### src/rtl/smsc_defs.svh
// field positions, codes, reset values and timing constants of the status and serial block
`ifndef SMSC_DEFS_SVH
`define SMSC_DEFS_SVH

`define SMSC_CLK_HZ          10000000
`define SMSC_CE_BIT          13
`define SMSC_VE_BIT          12
`define SMSC_SB_QUES_BIT     3
`define SMSC_ADDR_MAX        5'h1e
`define SMSC_ADDR_RST        5'h06
`define SMSC_QMASK_RST       16'h0000
`define SMSC_BAUD_19200      16'h4b00
`define SMSC_BAUD_9600       16'h2580
`define SMSC_BAUD_4800       16'h12c0
`define SMSC_BAUD_2400       16'h0960
`define SMSC_DIV_19200       (`SMSC_CLK_HZ / 19200)
`define SMSC_DIV_9600        (`SMSC_CLK_HZ / 9600)
`define SMSC_DIV_4800        (`SMSC_CLK_HZ / 4800)
`define SMSC_DIV_2400        (`SMSC_CLK_HZ / 2400)
`define SMSC_CHR_XON         8'h11
`define SMSC_CHR_XOFF        8'h13
`define SMSC_CHR_LF          8'h0a
`define SMSC_CHR_PROMPT      8'h3e
`define SMSC_ANS_ON          16'h0001
`define SMSC_ANS_OFF         16'h0000

`endif

### src/rtl/smsc_pkg.sv
// types shared by the status and serial configuration block
package smsc_pkg;

    typedef enum logic [3:0]
    {
        SMSC_CMD_NONE       = 4'h0,
        SMSC_CMD_QMASK_SET  = 4'h1,
        SMSC_CMD_QMASK_QRY  = 4'h2,
        SMSC_CMD_QEVENT_QRY = 4'h3,
        SMSC_CMD_ADDR_SET   = 4'h4,
        SMSC_CMD_ADDR_QRY   = 4'h5,
        SMSC_CMD_BAUD_SET   = 4'h6,
        SMSC_CMD_BAUD_QRY   = 4'h7,
        SMSC_CMD_ECHO_SET   = 4'h8,
        SMSC_CMD_ECHO_QRY   = 4'h9,
        SMSC_CMD_PACE_SET   = 4'ha,
        SMSC_CMD_PACE_QRY   = 4'hb,
        SMSC_CMD_PROM_SET   = 4'hc,
        SMSC_CMD_PROM_QRY   = 4'hd,
        SMSC_CMD_DEV_RESET  = 4'he
    } smsc_cmd_t;

    typedef enum logic [3:0]
    {
        SMSC_B19200 = 4'b0001,
        SMSC_B9600  = 4'b0010,
        SMSC_B4800  = 4'b0100,
        SMSC_B2400  = 4'b1000
    } smsc_baud_t;

endpackage

### src/rtl/smsc_cmd.sv
// questionable status mask and serial / bus port settings, command and query side
`timescale 1ns/1ps
`include "smsc_defs.svh"

module smsc_cmd
#(
    parameter int ADDR_W = 5,
    parameter int DIV_W  = 13
)
(
    // clock and reset
    input  wire logic                   core_clk,
    input  wire logic                   reset,
    // parsed command in, answer out
    input  wire logic                   cmd_valid,
    input  wire smsc_pkg::smsc_cmd_t    cmd_code,
    input  wire logic [15:0]            cmd_arg,
    output logic                        resp_valid,
    output logic      [15:0]            resp_data,
    output logic                        cmd_reject,
    // questionable status
    input  wire logic [15:0]            ques_cond,
    input  wire logic [7:0]             status_byte_in,
    output logic      [7:0]             status_byte,
    // parallel bus addressing
    input  wire logic [ADDR_W-1:0]      bus_target_addr,
    output logic                        addr_match,
    output logic      [ADDR_W-1:0]      bus_addr,
    // serial port
    output logic      [DIV_W-1:0]       baud_div,
    input  wire logic                   parse_done,
    input  wire logic                   rx_valid,
    input  wire logic [7:0]             rx_char,
    output logic                        tx_valid,
    output logic      [7:0]             tx_char,
    input  wire logic                   tx_ready,
    output logic                        tx_paused
);
    import smsc_pkg::*;

    localparam logic [DIV_W-1:0] DIV_19200 = DIV_W'(`SMSC_DIV_19200);
    localparam logic [DIV_W-1:0] DIV_9600  = DIV_W'(`SMSC_DIV_9600);
    localparam logic [DIV_W-1:0] DIV_4800  = DIV_W'(`SMSC_DIV_4800);
    localparam logic [DIV_W-1:0] DIV_2400  = DIV_W'(`SMSC_DIV_2400);

    logic [15:0]       qmask_reg,   qmask_next;
    logic [15:0]       qevent_reg,  qevent_next;
    logic [ADDR_W-1:0] addr_reg,    addr_next;
    smsc_baud_t        baud_reg,    baud_next;
    logic              pace_reg,    pace_next;
    logic              prom_reg,    prom_next;
    logic              rvalid_reg,  rvalid_next;
    logic [15:0]       rdata_reg,   rdata_next;
    logic              rej_reg,     rej_next;
    logic [DIV_W-1:0]  div_reg,     div_next;
    logic              echo_on_req;
    logic              echo_off_req;
    logic              echo_active;
    logic [15:0]       latch_set;
    logic              ques_sum;
    logic              do_cmd;

    assign do_cmd = cmd_valid;

    // latching: only the two error bits ever enter the event register
    always_comb
    begin
        latch_set = 16'h0000;
        latch_set[`SMSC_CE_BIT] = ques_cond[`SMSC_CE_BIT];
        latch_set[`SMSC_VE_BIT] = ques_cond[`SMSC_VE_BIT];
    end

    assign ques_sum = |(qevent_reg & qmask_reg);

    always_comb
    begin
        status_byte = status_byte_in;
        status_byte[`SMSC_SB_QUES_BIT] = ques_sum;
    end

    // mask and event register
    always_comb
    begin
        qmask_next  = qmask_reg;
        qevent_next = qevent_reg;
        if (do_cmd && cmd_code == SMSC_CMD_QMASK_SET)
            qmask_next = cmd_arg;
        if (do_cmd && cmd_code == SMSC_CMD_QEVENT_QRY)
            qevent_next = 16'h0000;
        // a new event in the clearing cycle is kept
        qevent_next = qevent_next | latch_set;
    end

    // port settings
    always_comb
    begin
        addr_next    = addr_reg;
        baud_next    = baud_reg;
        pace_next    = pace_reg;
        prom_next    = prom_reg;
        rej_next     = 1'b0;
        echo_on_req  = 1'b0;
        echo_off_req = 1'b0;
        if (do_cmd)
        begin
            unique case (cmd_code)
                SMSC_CMD_ADDR_SET:
                begin
                    if (cmd_arg <= 16'(`SMSC_ADDR_MAX))
                        addr_next = cmd_arg[ADDR_W-1:0];
                    else
                        rej_next = 1'b1;
                end
                SMSC_CMD_BAUD_SET:
                begin
                    unique case (cmd_arg)
                        `SMSC_BAUD_19200: baud_next = SMSC_B19200;
                        `SMSC_BAUD_9600:  baud_next = SMSC_B9600;
                        `SMSC_BAUD_4800:  baud_next = SMSC_B4800;
                        `SMSC_BAUD_2400:  baud_next = SMSC_B2400;
                        default:          rej_next  = 1'b1;
                    endcase
                end
                SMSC_CMD_ECHO_SET:
                begin
                    if (cmd_arg == `SMSC_ANS_ON)
                        echo_on_req = 1'b1;
                    else if (cmd_arg == `SMSC_ANS_OFF)
                        echo_off_req = 1'b1;
                    else
                        rej_next = 1'b1;
                end
                SMSC_CMD_PACE_SET:
                begin
                    if (cmd_arg == `SMSC_ANS_ON || cmd_arg == `SMSC_ANS_OFF)
                        pace_next = cmd_arg[0];
                    else
                        rej_next = 1'b1;
                end
                SMSC_CMD_PROM_SET:
                begin
                    if (cmd_arg == `SMSC_ANS_ON || cmd_arg == `SMSC_ANS_OFF)
                        prom_next = cmd_arg[0];
                    else
                        rej_next = 1'b1;
                end
                SMSC_CMD_DEV_RESET:
                begin
                    // echo is left as it is
                    pace_next = 1'b0;
                    prom_next = 1'b0;
                end
                default:
                begin
                    rej_next = (cmd_code == SMSC_CMD_NONE);
                end
            endcase
        end
    end

    // divider for the serial bit clock
    always_comb
    begin
        unique case (baud_next)
            SMSC_B19200: div_next = DIV_19200;
            SMSC_B9600:  div_next = DIV_9600;
            SMSC_B4800:  div_next = DIV_4800;
            SMSC_B2400:  div_next = DIV_2400;
            default:     div_next = DIV_9600;
        endcase
    end

    // query answers
    always_comb
    begin
        rvalid_next = 1'b0;
        rdata_next  = rdata_reg;
        if (do_cmd)
        begin
            rvalid_next = 1'b1;
            unique case (cmd_code)
                SMSC_CMD_QMASK_QRY:  rdata_next = qmask_reg;
                SMSC_CMD_QEVENT_QRY: rdata_next = qevent_reg;
                SMSC_CMD_ADDR_QRY:   rdata_next = 16'(addr_reg);
                SMSC_CMD_BAUD_QRY:
                begin
                    unique case (baud_reg)
                        SMSC_B19200: rdata_next = `SMSC_BAUD_19200;
                        SMSC_B9600:  rdata_next = `SMSC_BAUD_9600;
                        SMSC_B4800:  rdata_next = `SMSC_BAUD_4800;
                        SMSC_B2400:  rdata_next = `SMSC_BAUD_2400;
                        default:     rdata_next = `SMSC_BAUD_9600;
                    endcase
                end
                SMSC_CMD_ECHO_QRY:
                    rdata_next = echo_active ? `SMSC_ANS_ON : `SMSC_ANS_OFF;
                SMSC_CMD_PACE_QRY:
                    rdata_next = pace_reg ? `SMSC_ANS_ON : `SMSC_ANS_OFF;
                SMSC_CMD_PROM_QRY:
                    rdata_next = prom_reg ? `SMSC_ANS_ON : `SMSC_ANS_OFF;
                default:
                    rvalid_next = 1'b0;
            endcase
        end
    end

    always_ff @(posedge core_clk or posedge reset)
    begin
        if (reset)
        begin
            qmask_reg  <= `SMSC_QMASK_RST;
            qevent_reg <= 16'h0000;
            addr_reg   <= ADDR_W'(`SMSC_ADDR_RST);
            baud_reg   <= SMSC_B9600;
            pace_reg   <= 1'b0;
            prom_reg   <= 1'b0;
            rvalid_reg <= 1'b0;
            rdata_reg  <= 16'h0000;
            rej_reg    <= 1'b0;
            div_reg    <= DIV_9600;
        end
        else
        begin
            qmask_reg  <= qmask_next;
            qevent_reg <= qevent_next;
            addr_reg   <= addr_next;
            baud_reg   <= baud_next;
            pace_reg   <= pace_next;
            prom_reg   <= prom_next;
            rvalid_reg <= rvalid_next;
            rdata_reg  <= rdata_next;
            rej_reg    <= rej_next;
            div_reg    <= div_next;
        end
    end

    assign resp_valid = rvalid_reg;
    assign resp_data  = rdata_reg;
    assign cmd_reject = rej_reg;
    assign bus_addr   = addr_reg;
    assign addr_match = (bus_target_addr == addr_reg);
    assign baud_div   = div_reg;

    smsc_ser_echo u_ser
    (
        .core_clk     (core_clk),
        .reset        (reset),
        .echo_on_req  (echo_on_req),
        .echo_off_req (echo_off_req),
        .pace_en      (pace_reg),
        .prompt_en    (prom_reg),
        .parse_done   (parse_done),
        .rx_valid     (rx_valid),
        .rx_char      (rx_char),
        .tx_valid     (tx_valid),
        .tx_char      (tx_char),
        .tx_ready     (tx_ready),
        .echo_active  (echo_active),
        .tx_paused    (tx_paused)
    );

    chk_summary_bit: assert property (@(posedge core_clk) disable iff (reset)
        status_byte[`SMSC_SB_QUES_BIT] == |(qevent_reg & qmask_reg))
        else $error("summary bit wrong");

    chk_mask_write: assert property (@(posedge core_clk) disable iff (reset)
        (cmd_valid && cmd_code == SMSC_CMD_QMASK_SET) |=> qmask_reg == $past(cmd_arg))
        else $error("mask not stored");

    chk_mask_query: assert property (@(posedge core_clk) disable iff (reset)
        (cmd_valid && cmd_code == SMSC_CMD_QMASK_QRY) |=>
            (resp_valid && resp_data == qmask_reg && $stable(qmask_reg)))
        else $error("mask query wrong");

    chk_addr_range: assert property (@(posedge core_clk) disable iff (reset)
        addr_reg <= `SMSC_ADDR_MAX)
        else $error("address out of range");

    chk_addr_reject: assert property (@(posedge core_clk) disable iff (reset)
        (cmd_valid && cmd_code == SMSC_CMD_ADDR_SET && cmd_arg > 16'(`SMSC_ADDR_MAX)) |=>
            (cmd_reject && $stable(addr_reg)))
        else $error("bad address accepted");

    chk_event_clear: assert property (@(posedge core_clk) disable iff (reset)
        (cmd_valid && cmd_code == SMSC_CMD_QEVENT_QRY) |=>
            (resp_data == $past(qevent_reg) && qevent_reg == $past(latch_set)))
        else $error("event read did not clear");

    chk_event_bits: assert property (@(posedge core_clk) disable iff (reset)
        (qevent_reg & 16'hcfff) == 16'h0000)
        else $error("unlatched bit set");

    chk_reset_echo: assert property (@(posedge core_clk) disable iff (reset)
        (cmd_valid && cmd_code == SMSC_CMD_DEV_RESET) |=> $stable(echo_active))
        else $error("reset changed echo");

    chk_baud_div: assert property (@(posedge core_clk) disable iff (reset)
        (cmd_valid && cmd_code == SMSC_CMD_BAUD_SET && cmd_arg == `SMSC_BAUD_2400) |=>
            baud_div == DIV_2400)
        else $error("baud divider wrong");

endmodule

### src/rtl/smsc_ser_echo.sv
// serial transmit side: character echo, prompt character and xon/xoff pacing
`timescale 1ns/1ps
`include "smsc_defs.svh"

module smsc_ser_echo
(
    // clock and reset
    input  wire logic       core_clk,
    input  wire logic       reset,
    // settings
    input  wire logic       echo_on_req,
    input  wire logic       echo_off_req,
    input  wire logic       pace_en,
    input  wire logic       prompt_en,
    input  wire logic       parse_done,
    // receive side
    input  wire logic       rx_valid,
    input  wire logic [7:0] rx_char,
    // transmit side
    output logic            tx_valid,
    output logic      [7:0] tx_char,
    input  wire logic       tx_ready,
    // state
    output logic            echo_active,
    output logic            tx_paused
);

    logic       echo_reg,    echo_next;
    logic       off_pend_reg, off_pend_next;
    logic       pause_reg,   pause_next;
    logic       full_reg,    full_next;
    logic [7:0] char_reg,    char_next;
    logic       prom_reg,    prom_next;
    logic       is_pace_chr;
    logic       free;

    assign is_pace_chr = pace_en && (rx_char == `SMSC_CHR_XON || rx_char == `SMSC_CHR_XOFF);

    always_comb
    begin
        echo_next     = echo_reg;
        off_pend_next = off_pend_reg;
        pause_next    = pause_reg;
        full_next     = full_reg;
        char_next     = char_reg;
        prom_next     = prom_reg || (parse_done && prompt_en);
        if (echo_on_req)
        begin
            echo_next     = 1'b1;
            off_pend_next = 1'b0;
        end
        else if (echo_off_req && echo_reg)
            off_pend_next = 1'b1;
        // echo stops at the edge that takes the terminator, which is still echoed then if the buffer is free
        // a fresh echo-on in the same cycle wins over the pending stop
        if (rx_valid && echo_reg && off_pend_reg && rx_char == `SMSC_CHR_LF && !echo_on_req)
        begin
            echo_next     = 1'b0;
            off_pend_next = 1'b0;
        end
        if (!pace_en)
            pause_next = 1'b0;
        else if (rx_valid && rx_char == `SMSC_CHR_XOFF)
            pause_next = 1'b1;
        else if (rx_valid && rx_char == `SMSC_CHR_XON)
            pause_next = 1'b0;
        free = !full_reg || (tx_ready && !pause_reg);
        if (full_reg && tx_ready && !pause_reg)
            full_next = 1'b0;
        if (free && rx_valid && echo_reg && !is_pace_chr)
        begin
            full_next = 1'b1;
            char_next = rx_char;
        end
        else if (free && prom_reg)
        begin
            full_next = 1'b1;
            char_next = `SMSC_CHR_PROMPT;
            prom_next = parse_done && prompt_en;
        end
    end

    always_ff @(posedge core_clk or posedge reset)
    begin
        if (reset)
        begin
            echo_reg     <= 1'b0;
            off_pend_reg <= 1'b0;
            pause_reg    <= 1'b0;
            full_reg     <= 1'b0;
            char_reg     <= 8'h00;
            prom_reg     <= 1'b0;
        end
        else
        begin
            echo_reg     <= echo_next;
            off_pend_reg <= off_pend_next;
            pause_reg    <= pause_next;
            full_reg     <= full_next;
            char_reg     <= char_next;
            prom_reg     <= prom_next;
        end
    end

    assign tx_valid    = full_reg && !pause_reg;
    assign tx_char     = char_reg;
    assign echo_active = echo_reg;
    assign tx_paused   = pause_reg;

    chk_pause_holds_tx: assert property (@(posedge core_clk) disable iff (reset)
        pause_reg |-> !tx_valid)
        else $error("transmit while paused");

    chk_echo_off_wait: assert property (@(posedge core_clk) disable iff (reset)
        (echo_reg && !(rx_valid && rx_char == `SMSC_CHR_LF) && !echo_on_req) |=> echo_reg)
        else $error("echo stopped without terminator");

    chk_echo_loaded: assert property (@(posedge core_clk) disable iff (reset)
        (rx_valid && echo_reg && !is_pace_chr && !full_reg) |=> (full_reg && char_reg == $past(rx_char)))
        else $error("received char not echoed");

endmodule

### config.mk
export PLATFORM = sky130hd
export DESIGN_NAME = smsc_cmd
export DESIGN_NICKNAME = d
export VERILOG_FILES = /design/src/rtl/smsc_pkg.sv /design/src/rtl/smsc_cmd.sv /design/src/rtl/smsc_ser_echo.sv
export VERILOG_INCLUDE_DIRS = /design/src /design/src/rtl
export SDC_FILE = /design/constraint.sdc
export NUM_CORES = 1
export LEC_CHECK = 0
export ABC_AREA = 1
export BUFFER_PORTS_ARGS = -buffer_cell sky130_fd_sc_hd__buf_2
export CELL_PAD_IN_SITES_DETAIL_PLACEMENT = 0
export CELL_PAD_IN_SITES_GLOBAL_PLACEMENT = 1
export CORE_ASPECT_RATIO = 1.2
export CORE_MARGIN = 2
export CORE_UTILIZATION = 39
export CTS_BUF_LIST = sky130_fd_sc_hd__clkbuf_16
export CTS_CLUSTER_DIAMETER = 120
export DETAILED_ROUTE_END_ITERATION = 10
export GPL_ROUTABILITY_DRIVEN = 0
export MAX_ROUTING_LAYER = met4
export PLACE_DENSITY = 0.94
export REMOVE_ABC_BUFFERS = 1
export SYNTH_ARGS = -nofsm -noshare
export SYNTH_HDL_FRONTEND = slang
export SYNTH_SLANG_ARGS = --single-unit
### constraint.sdc
create_clock -name core_clk -period 6.3 [get_ports core_clk]
set_input_delay 1.575 -clock core_clk [delete_from_list [all_inputs] [get_ports core_clk]]
set_output_delay 1.575 -clock core_clk [all_outputs]
set_load 0.02 [all_outputs]
-- Word-level counts from Yosys, hierarchy flattened
Index checks and enable logic that the tools add are counted.
W data, S select, Z words.
- flip-flop bits (word level): 87
- bits of input ports: 63
- output and inout port bits: 55
- word-level logic and storage cells: 139
- order comparisons: 1
- eq/ne operators: 32
- multiplexer cells: 44
- bitwise gates (word level): 2
- reductions and logical operators: 44
- operator list (cell ; count):
    $pmux W16 S7 ; 1
    $pmux W15 S3 ; 1
    $pmux W13 S3 ; 1
    $eq A4 B4 Y1 const B ; 9
    $mux W1 ; 32
    $eq A4 B3 Y1 const B ; 6
    $logic_and A1 B1 Y1 ; 19
    $and A16 B16 Y16 ; 1
    $eq A16 B1 Y1 const B ; 1
    $eq A16 B12 Y1 const B ; 1
    $eq A16 B13 Y1 const B ; 1
    $eq A16 B14 Y1 const B ; 1
    $eq A16 B15 Y1 const B ; 1
    $eq A8 B5 Y1 const B ; 2
    $le A16 B5 Y1 const B ; 1
    $logic_not A16 Y1 ; 1
    $mux W16 ; 1
    $mux W8 ; 2
    $or A16 B14 Y16 ; 1
    $pmux W4 S4 ; 1
    $reduce_or A16 Y1 ; 1
    $eq A4 B1 Y1 const B ; 3
    $reduce_and A3 Y1 ; 3
    $eq A4 B2 Y1 const B ; 2
    17 further kinds ; 30

-- Longest topological paths before layout
Gate-level depths: netlist of run 1.
- word-level depth: 9
- mapped depth: 13
- gate-level depth less buffers: 13

-- By module
From an unflattened synthesis of run 1, not the netlist that was laid out.
- cell total of the unflattened synthesis: 466
- area total of the unflattened synthesis: 3626.0 um2
- by module, submodules not included (module ; times used ; cells an instance ; area each (um2) ; sequential area each (um2)):
    smsc_cmd ; 1 ; 378 ; 2901.5 ; 1332.5
    smsc_ser_echo ; 1 ; 88 ; 724.4 ; 325.3

-- Worst setup path after synthesis of run 1
Ideal clock, no wire load.
- kind: in2out
- from: input port bus_target_addr[3]
- to: output port addr_match
- arrival: 2.439 ns
- data required time: 4.725 ns
- setup slack: 2.286 ns
- cell stages on the path: 2
- path buffers: 0
- cells stage by stage: xor2_1 -> nor4_1
- word-level cells in the longest chain between the ends: 1
- RTL lines (what ; RTL line ; source):
    from (decl) ; smsc_cmd.sv:26 ; input wire logic [ADDR_W-1:0] bus_target_addr,
    $eq A5 B5 Y1 ; smsc_cmd.sv:241 ; assign addr_match = (bus_target_addr == addr_reg);
    to (decl) ; smsc_cmd.sv:27 ; output logic addr_match,
No other way between the ends.

-- Worst setup path in the final report of run 1
Same ends and word-level chain as after synthesis.

==> results of run 1 <==
-- final cells by class --
class / count / area (um2) / share of cell area [%]
Timing Repair Buffer: 87 / 438 / 10.5
Inverter: 51 / 191 / 4.57
Sequential cell: 66 / 1660 / 39.6
Multi-Input combinational cell: 290 / 1480 / 35.2
Tap cell: 117 / 146 / 3.49
Clock inverter: 7 / 55.1 / 1.31
Clock buffer: 9 / 225 / 5.38
-- power by group through the flow --
stage,logic (mW),clock network [mW],registers (mW)
CTS,0.187,0.481,0.498
finish,0.185,0.469,0.498
global placement,0.182,0,0.504
global route,0.207,0.496,0.505
detailed placement,0.186,0,0.505
floorplan,0.0901,0,0.528
-- through the flow --
stage	cell area, um2	hold slack, ns	setup slack (ns)	std cells	power, mW
finish	4190	0.485	2.46	627	1.15
global route	4190	0.508	2.35	627	1.21
CTS	4190	0.486	2.43	627	1.17
detailed placement	3910	0.473	2.45	611	0.691
global placement	3910	0.468	2.43	611	0.686
floorplan	3320	0.453	2.29	407	0.618
-- final timing paths --
| path | end | cells after the start | slack (ns) | start |
|---|---|---|---|---|
| worst max-delay path | addr_match | 4 | 2.46 | bus_target_addr[3] |
| worst max register to register | resp_data[9] | 4 | 4.80 | baud_reg[0] |
| worst min register to register | qmask_reg[7] | 2 | 0.49 | qmask_reg[7] |
| min in group asynchronous | resp_valid | 3 | 1.48 | reset |
| max in group asynchronous | resp_data[9] | 3 | 4.25 | reset |
| worst min-delay path | qmask_reg[7] | 2 | 0.49 | qmask_reg[7] |
-- placed cells by master, fill, tap and decap left out, types with 3 or more instances in the layout --
master     count
a21oi_1       16
a22o_1         3
a31oi_1       11
buf_2         86
clkbuf_16      9
dfrtp_1       61
dfstp_2        5
inv_1         47
inv_2          6
mux2_2         4
nand2_1       92
nand2_2       10
nand3_1       21
nand4_1        4
nor2_1        60
nor2_2         6
nor2_4         6
nor3_1         5
o21ai_0       22
o22a_1         3
or2_2          3
xor2_1         3
-- worst register-to-register path, stage by stage, from the launching register on --
cell,delay [ns]
dfrtp_1,0.39
or2_2,0.31
nor3_1,0.36
a21oi_1,0.20
a31oi_1,0.17
-- cells by family (layout without fill, tap and decap cells) --
logic type | after synthesis | after routing | synth area share (%)
other cells | 1 | 2 | 0.108
simple gates | 213 | 213 | 28.1
compound gates | 67 | 67 | 11.8
xor+xnor | 4 | 4 | 1.01
buf+inv | 73 | 154 | 9.91
mux | 4 | 4 | 1.30
flops | 66 | 66 | 47.7
-- metal layers --
| metal | part of all wire [%] | track usage [%] | vias to the layer above |
|---|---|---|---|
| li1 | - | - | 1528 |
| met1 | 44 | 22.2 | 1440 |
| met2 | 48 | 29.8 | 98 |
| met3 | 5.9 | 4.83 | 11 |
| met4 | 1.9 | 9.23 | 0 |
| met5 | 0 | - | - |
==> out/metrics.yaml, run 1 <==
ir_worst_vdd_v: 0.000124
wl_per_cell_um: 13.3
cts.root.buffer_cell: "clkbuf_16"
clkPwrFrac_pct: 40.7
path_class: "in -> out"
slew_violations: 0
vias: 3077
synthDistinctLibCells: 38
syn_area_um2: 3470
antenna_found_initial: 0
ys_warn_count: 0
nFillCells: 881
cp.required_ns: 4.72
io_pins: 118
dieArea_um2: 9680
hold_viol: 0
synth.most_common_cell: "nand2_1"
drtIter0Drc: 137
final_util_pct: 48.6
die_w_um: 90.2
clk_path_buf_depth: 2
crit_fanout: 1
hp-class: "reg -> reg"
routed_via_density: 4.91
grt_first_pass_wirelength_um: 13900
cts_tree: "done"
drive_gt1_share_pct: 28.6
cts_buffers: 9
fmax_mhz: 260
critPathLaunchType: "primary input"
grt_pass1_vias: 3012
end_kind: "output pin"
syn2layout_area_growth_pct: 20.6
async_flop_share_pct: 100
cp_slowest_cell: "nor4_1"
hpwl_um: 6180
cp_common_cell: "buf_2"
avgSynthCellArea_um2: 8.12
intPower_mw: 0.835
wirelength_um: 8330
yosys-top-cells-count: "nand2_1, dfrtp_1, nor2_1, inv_1, o21ai_0"
p_seq_share_pct: 43.3
htree_levels: 3
p_switching_mw: 0.317
synthFlopType: "dfrtp_1"
synth_top_area_share_pct: 43.9
grt_usage_pct: 18.7
synth_top_cell_by_area: "dfrtp_1"
grt_overflow_total: 0
post-cts-setup-buffers: 0
finalSetupViolations: 0
yosysSeqAreaShare_pct: 47.7
start_util_pct: 40.3
slew-limit-headroom_pct: 32.9
status: "finished, final reports clean"
slowest_delay_ns: 0.25
drtAntennaViolNets: 0
synth_area_leaders: "dfrtp_1, nand2_1, nor2_1, inv_1, buf_4"
final.setup.tns_ns: 0
rsz0062_at_grt: "no"
drc: 0
cp.arrival_ns: 2.27
n_antenna_cell: 0
io_buffers: 86
die_y_um: 107
cap_viol_max_count: 0
first_pass_iters: 5
ys_ff_latch: 66
grt_max_degree: 67
power_density_nw_per_um2: 275
cp.buffers_inverters: 2
synth-edff-count: 0
core_area_um2: 8610
period_share_pct: 61.0
synthCells: 428
rows: 37
hold_buffers: 0
path_delay_family: "buffers and inverters"
p_leak_nw: 2.12
clock_skew_ns: 0.00856
clk_pin_slew_ns: 0.05
clkLatencyLatePin_ns: 0.33
swShare_pct: 27.5
min_period_ns: 3.84
worst_slew_pin_slew_ns: 1.00
crit_chain: "buf_2, xor2_1, nor4_1, buf_2"
p_comb_share_pct: 16.0
cts.sinks: 66
layout.nets: 568
cts_resized: 0
No activity file was read; power rests on OpenSTA's default activity.
==> inputs of run 2 (changes only) <==
--- a/config.mk
+++ b/config.mk
@@ -6,19 +6,19 @@
 export SDC_FILE = /design/constraint.sdc
 export NUM_CORES = 1
 export LEC_CHECK = 0
-export ABC_AREA = 1
+export ABC_AREA = 0
 export BUFFER_PORTS_ARGS = -buffer_cell sky130_fd_sc_hd__buf_2
 export CELL_PAD_IN_SITES_DETAIL_PLACEMENT = 0
 export CELL_PAD_IN_SITES_GLOBAL_PLACEMENT = 1
 export CORE_ASPECT_RATIO = 1.2
 export CORE_MARGIN = 2
-export CORE_UTILIZATION = 39
+export CORE_UTILIZATION = 34
 export CTS_BUF_LIST = sky130_fd_sc_hd__clkbuf_16
 export CTS_CLUSTER_DIAMETER = 120
 export DETAILED_ROUTE_END_ITERATION = 10
 export GPL_ROUTABILITY_DRIVEN = 0
 export MAX_ROUTING_LAYER = met4
-export PLACE_DENSITY = 0.94
+export PLACE_DENSITY = 0.85
 export REMOVE_ABC_BUFFERS = 1
 export SYNTH_ARGS = -nofsm -noshare
 export SYNTH_HDL_FRONTEND = slang
==> constraint.sdc (replaced) <==
create_clock -name core_clk -period 3.4 [get_ports core_clk]
set_input_delay 0.85 -clock core_clk [delete_from_list [all_inputs] [get_ports core_clk]]
set_output_delay 0.85 -clock core_clk [all_outputs]
set_load 0.02 [all_outputs]
==> out/metrics.yaml, run 2 <==
grt_first_pass_wirelength_um: 13600  # -2.3%
avgSynthCellArea_um2: 10.3  # +27%
worst_slew_pin_slew_ns: 0.627  # -0.378 ns
die_y_um: 113  # +5.3%
start_util_pct: 35.2  # -5.1 points
io_pins: 118  # unchanged
antenna_found_initial: 0  # unchanged
first_pass_iters: 4  # -1
async_flop_share_pct: 100  # unchanged
ys_ff_latch: 66  # unchanged
cts_buffers: 9  # unchanged
ir_worst_vdd_v: 0.000238  # +91%
ys_warn_count: 0  # unchanged
power_density_nw_per_um2: 524  # +91%
rsz0062_at_grt: "no"
grt_pass1_vias: 2793  # -7.3%
drc: 0  # unchanged
rows: 39  # +5.4%
core_area_um2: 9560  # +11%
io_buffers: 86  # unchanged
yosysSeqAreaShare_pct: 49.2  # +1.5 points
final_util_pct: 43.2  # -5.5 points
slew_violations: 0  # unchanged
clk_path_buf_depth: 2  # unchanged
cts.sinks: 66  # unchanged
cp_slowest_cell: "or4_1"
hp-class: "reg -> reg"
cts_tree: "done"
fmax_mhz: 390
critPathLaunchType: "primary input"
crit_fanout: 5  # +4
grt_overflow_total: 0  # unchanged
die_w_um: 94.9  # +5.2%
end_kind: "register"
wirelength_um: 8230  # -1.2%
finalInstanceArea_um2: 4130  # -1.4%
cp.required_ns: 3.60  # -1.12 ns
p_leak_nw: 1.96  # -7.3%
post-cts-setup-buffers: 0  # unchanged
synthDistinctLibCells: 63  # +66%
synth_top_area_share_pct: 45.3  # +1.4 points
vias: 2754  # -10%
htree_levels: 3  # unchanged
clock_skew_ns: 0.00530  # -0.00326 ns
clk_pin_slew_ns: 0.05  # about the same
drive_gt1_share_pct: 33.2  # +4.5 points
synth_area_leaders: "dfrtp_1, mux2_2, nor2_1, dfstp_2, buf_4"
slew-limit-headroom_pct: 57.8  # +25 points
period_share_pct: 75.3
layout.nets: 468  # -18%
status: "finished, final reports clean"
cp.arrival_ns: 2.76  # +0.49 ns
cts_resized: 0  # unchanged
syn_area_um2: 3370  # -3.0%
drtIter0Drc: 123  # -10%
syn2layout_area_growth_pct: 22.7
routed_via_density: 5.17  # +5.3%
place_area_um2: 3850  # -1.5%
drtAntennaViolNets: 0  # unchanged
cts.root.buffer_cell: "clkbuf_16"
hold_viol: 0  # unchanged
yosys-top-cells-count: "dfrtp_1, nor2_1, nand2_1, mux2_2, buf_4"
n_antenna_cell: 0  # unchanged
cap_viol_max_count: 0  # unchanged
mostFrequentLayoutCell: "buf_2"
final.setup.tns_ns: 0  # unchanged
grt_usage_pct: 16.9  # -1.8 points
hold_buffers: 0  # unchanged
mostFrequentLayoutCells: "buf_2, dfrtp_1, nor2_1, nand2_1, mux2_2"
synth-edff-count: 0  # unchanged
slowest_delay_ns: 0.53  # +0.28 ns
synth_top_cell_by_area: "dfrtp_1"
min_period_ns: 2.56
clkLatencyLatePin_ns: 0.32  # about the same
wl_per_cell_um: 15.4  # +16%
hpwl_um: 6210  # +0.41%
synthCells: 327  # -24%
synthFlopType: "dfrtp_1"
synth.most_common_cell: "dfrtp_1"
finalSetupViolations: 0  # unchanged
crit_chain: "buf_2, or4_1, nand4bb_1, a31oi_1, nand4b_1, mux2_1"
dieArea_um2: 10700  # +11%
path_class: "in -> reg"
grt_max_degree: 67  # unchanged
==> run 2: final cells by class <==
class | count | area, um2
flip-flops and latches | 66 | 1660
clock buffers | 9 | 225
inverters | 11 | 41.3
well taps | 123 | 154
repair buffers | 90 | 473
multi-input cells | 227 | 1530
fillers | 959 | 5430
clock inverters | 7 | 55.1
==> run 2: path summary, 6_finish.rpt <==
kind / slack [ns] / from / to / cells past startpoint
max in group asynchronous: 2.48 / reset / bus_addr[1] / 3
min in group asynchronous: 0.58 / reset / u_ser.tx_char[4] / 3
max: 0.84 / cmd_arg[6] / bus_addr[4] / 6
min: 0.48 / resp_data[15] / resp_data[15] / 2
max reg2reg: 1.83 / baud_reg[1] / resp_data[9] / 5
min reg2reg: 0.48 / resp_data[15] / resp_data[15] / 2
==> run 2: metal layers <==
metal  up-vias  GRT usage [%]  routed length [um]
li1       1335              -                   -
met1      1343           19.5                3320
met2        69           28.4                4380
met3         7           3.79                 399
met4         0           6.57                 131
met5         -              -                   0
==> run 2: metrics by stage <==
| stage | hold WS [ns] | std cells | power [mW] | setup slack [ns] |
|---|---|---|---|---|
| 2_1_floorplan | 0.461 | 304 | 1.17 | 0.840 |
| 3_3_place_gp | 0.463 | 517 | 1.31 | 0.535 |
| 3_5_place_dp | 0.472 | 517 | 1.33 | 0.497 |
| 4_1_cts | 0.484 | 533 | 2.19 | 0.834 |
| 5_1_grt | 0.502 | 533 | 2.28 | 0.653 |
| 6_report | 0.477 | 533 | 2.17 | 0.839 |
==> run 2: cells by family (layout without fill, tap and decap cells) <==
logic type	Yosys count	in the layout	share of synthesized area (%)
AOI/OAI and AO/OA	69	69	14.9
xor gates and xnor gates	9	9	2.34
buffers and inverters	35	117	5.61
DFF	66	66	49.2
muxes	23	23	7.61
other	1	2	0.111
and+or+nand+nor	124	124	20.2
==> run 2: critical path, delay by kind of cell <==
family / cells / cell delay, ns
AO/OA/AOI/OAI: 1 / 0.23
buffers and inverters: 1 / 0.13
multiplexers: 1 / 0.41
AND/OR/NAND/NOR: 3 / 1.14
==> run 2: where the power goes <==
group | total (mW) | switching (mW) | internal [mW]
sequential | 0.945 | 0.0578 | 0.887
clock | 0.859 | 0.307 | 0.553
combinational | 0.362 | 0.215 | 0.147
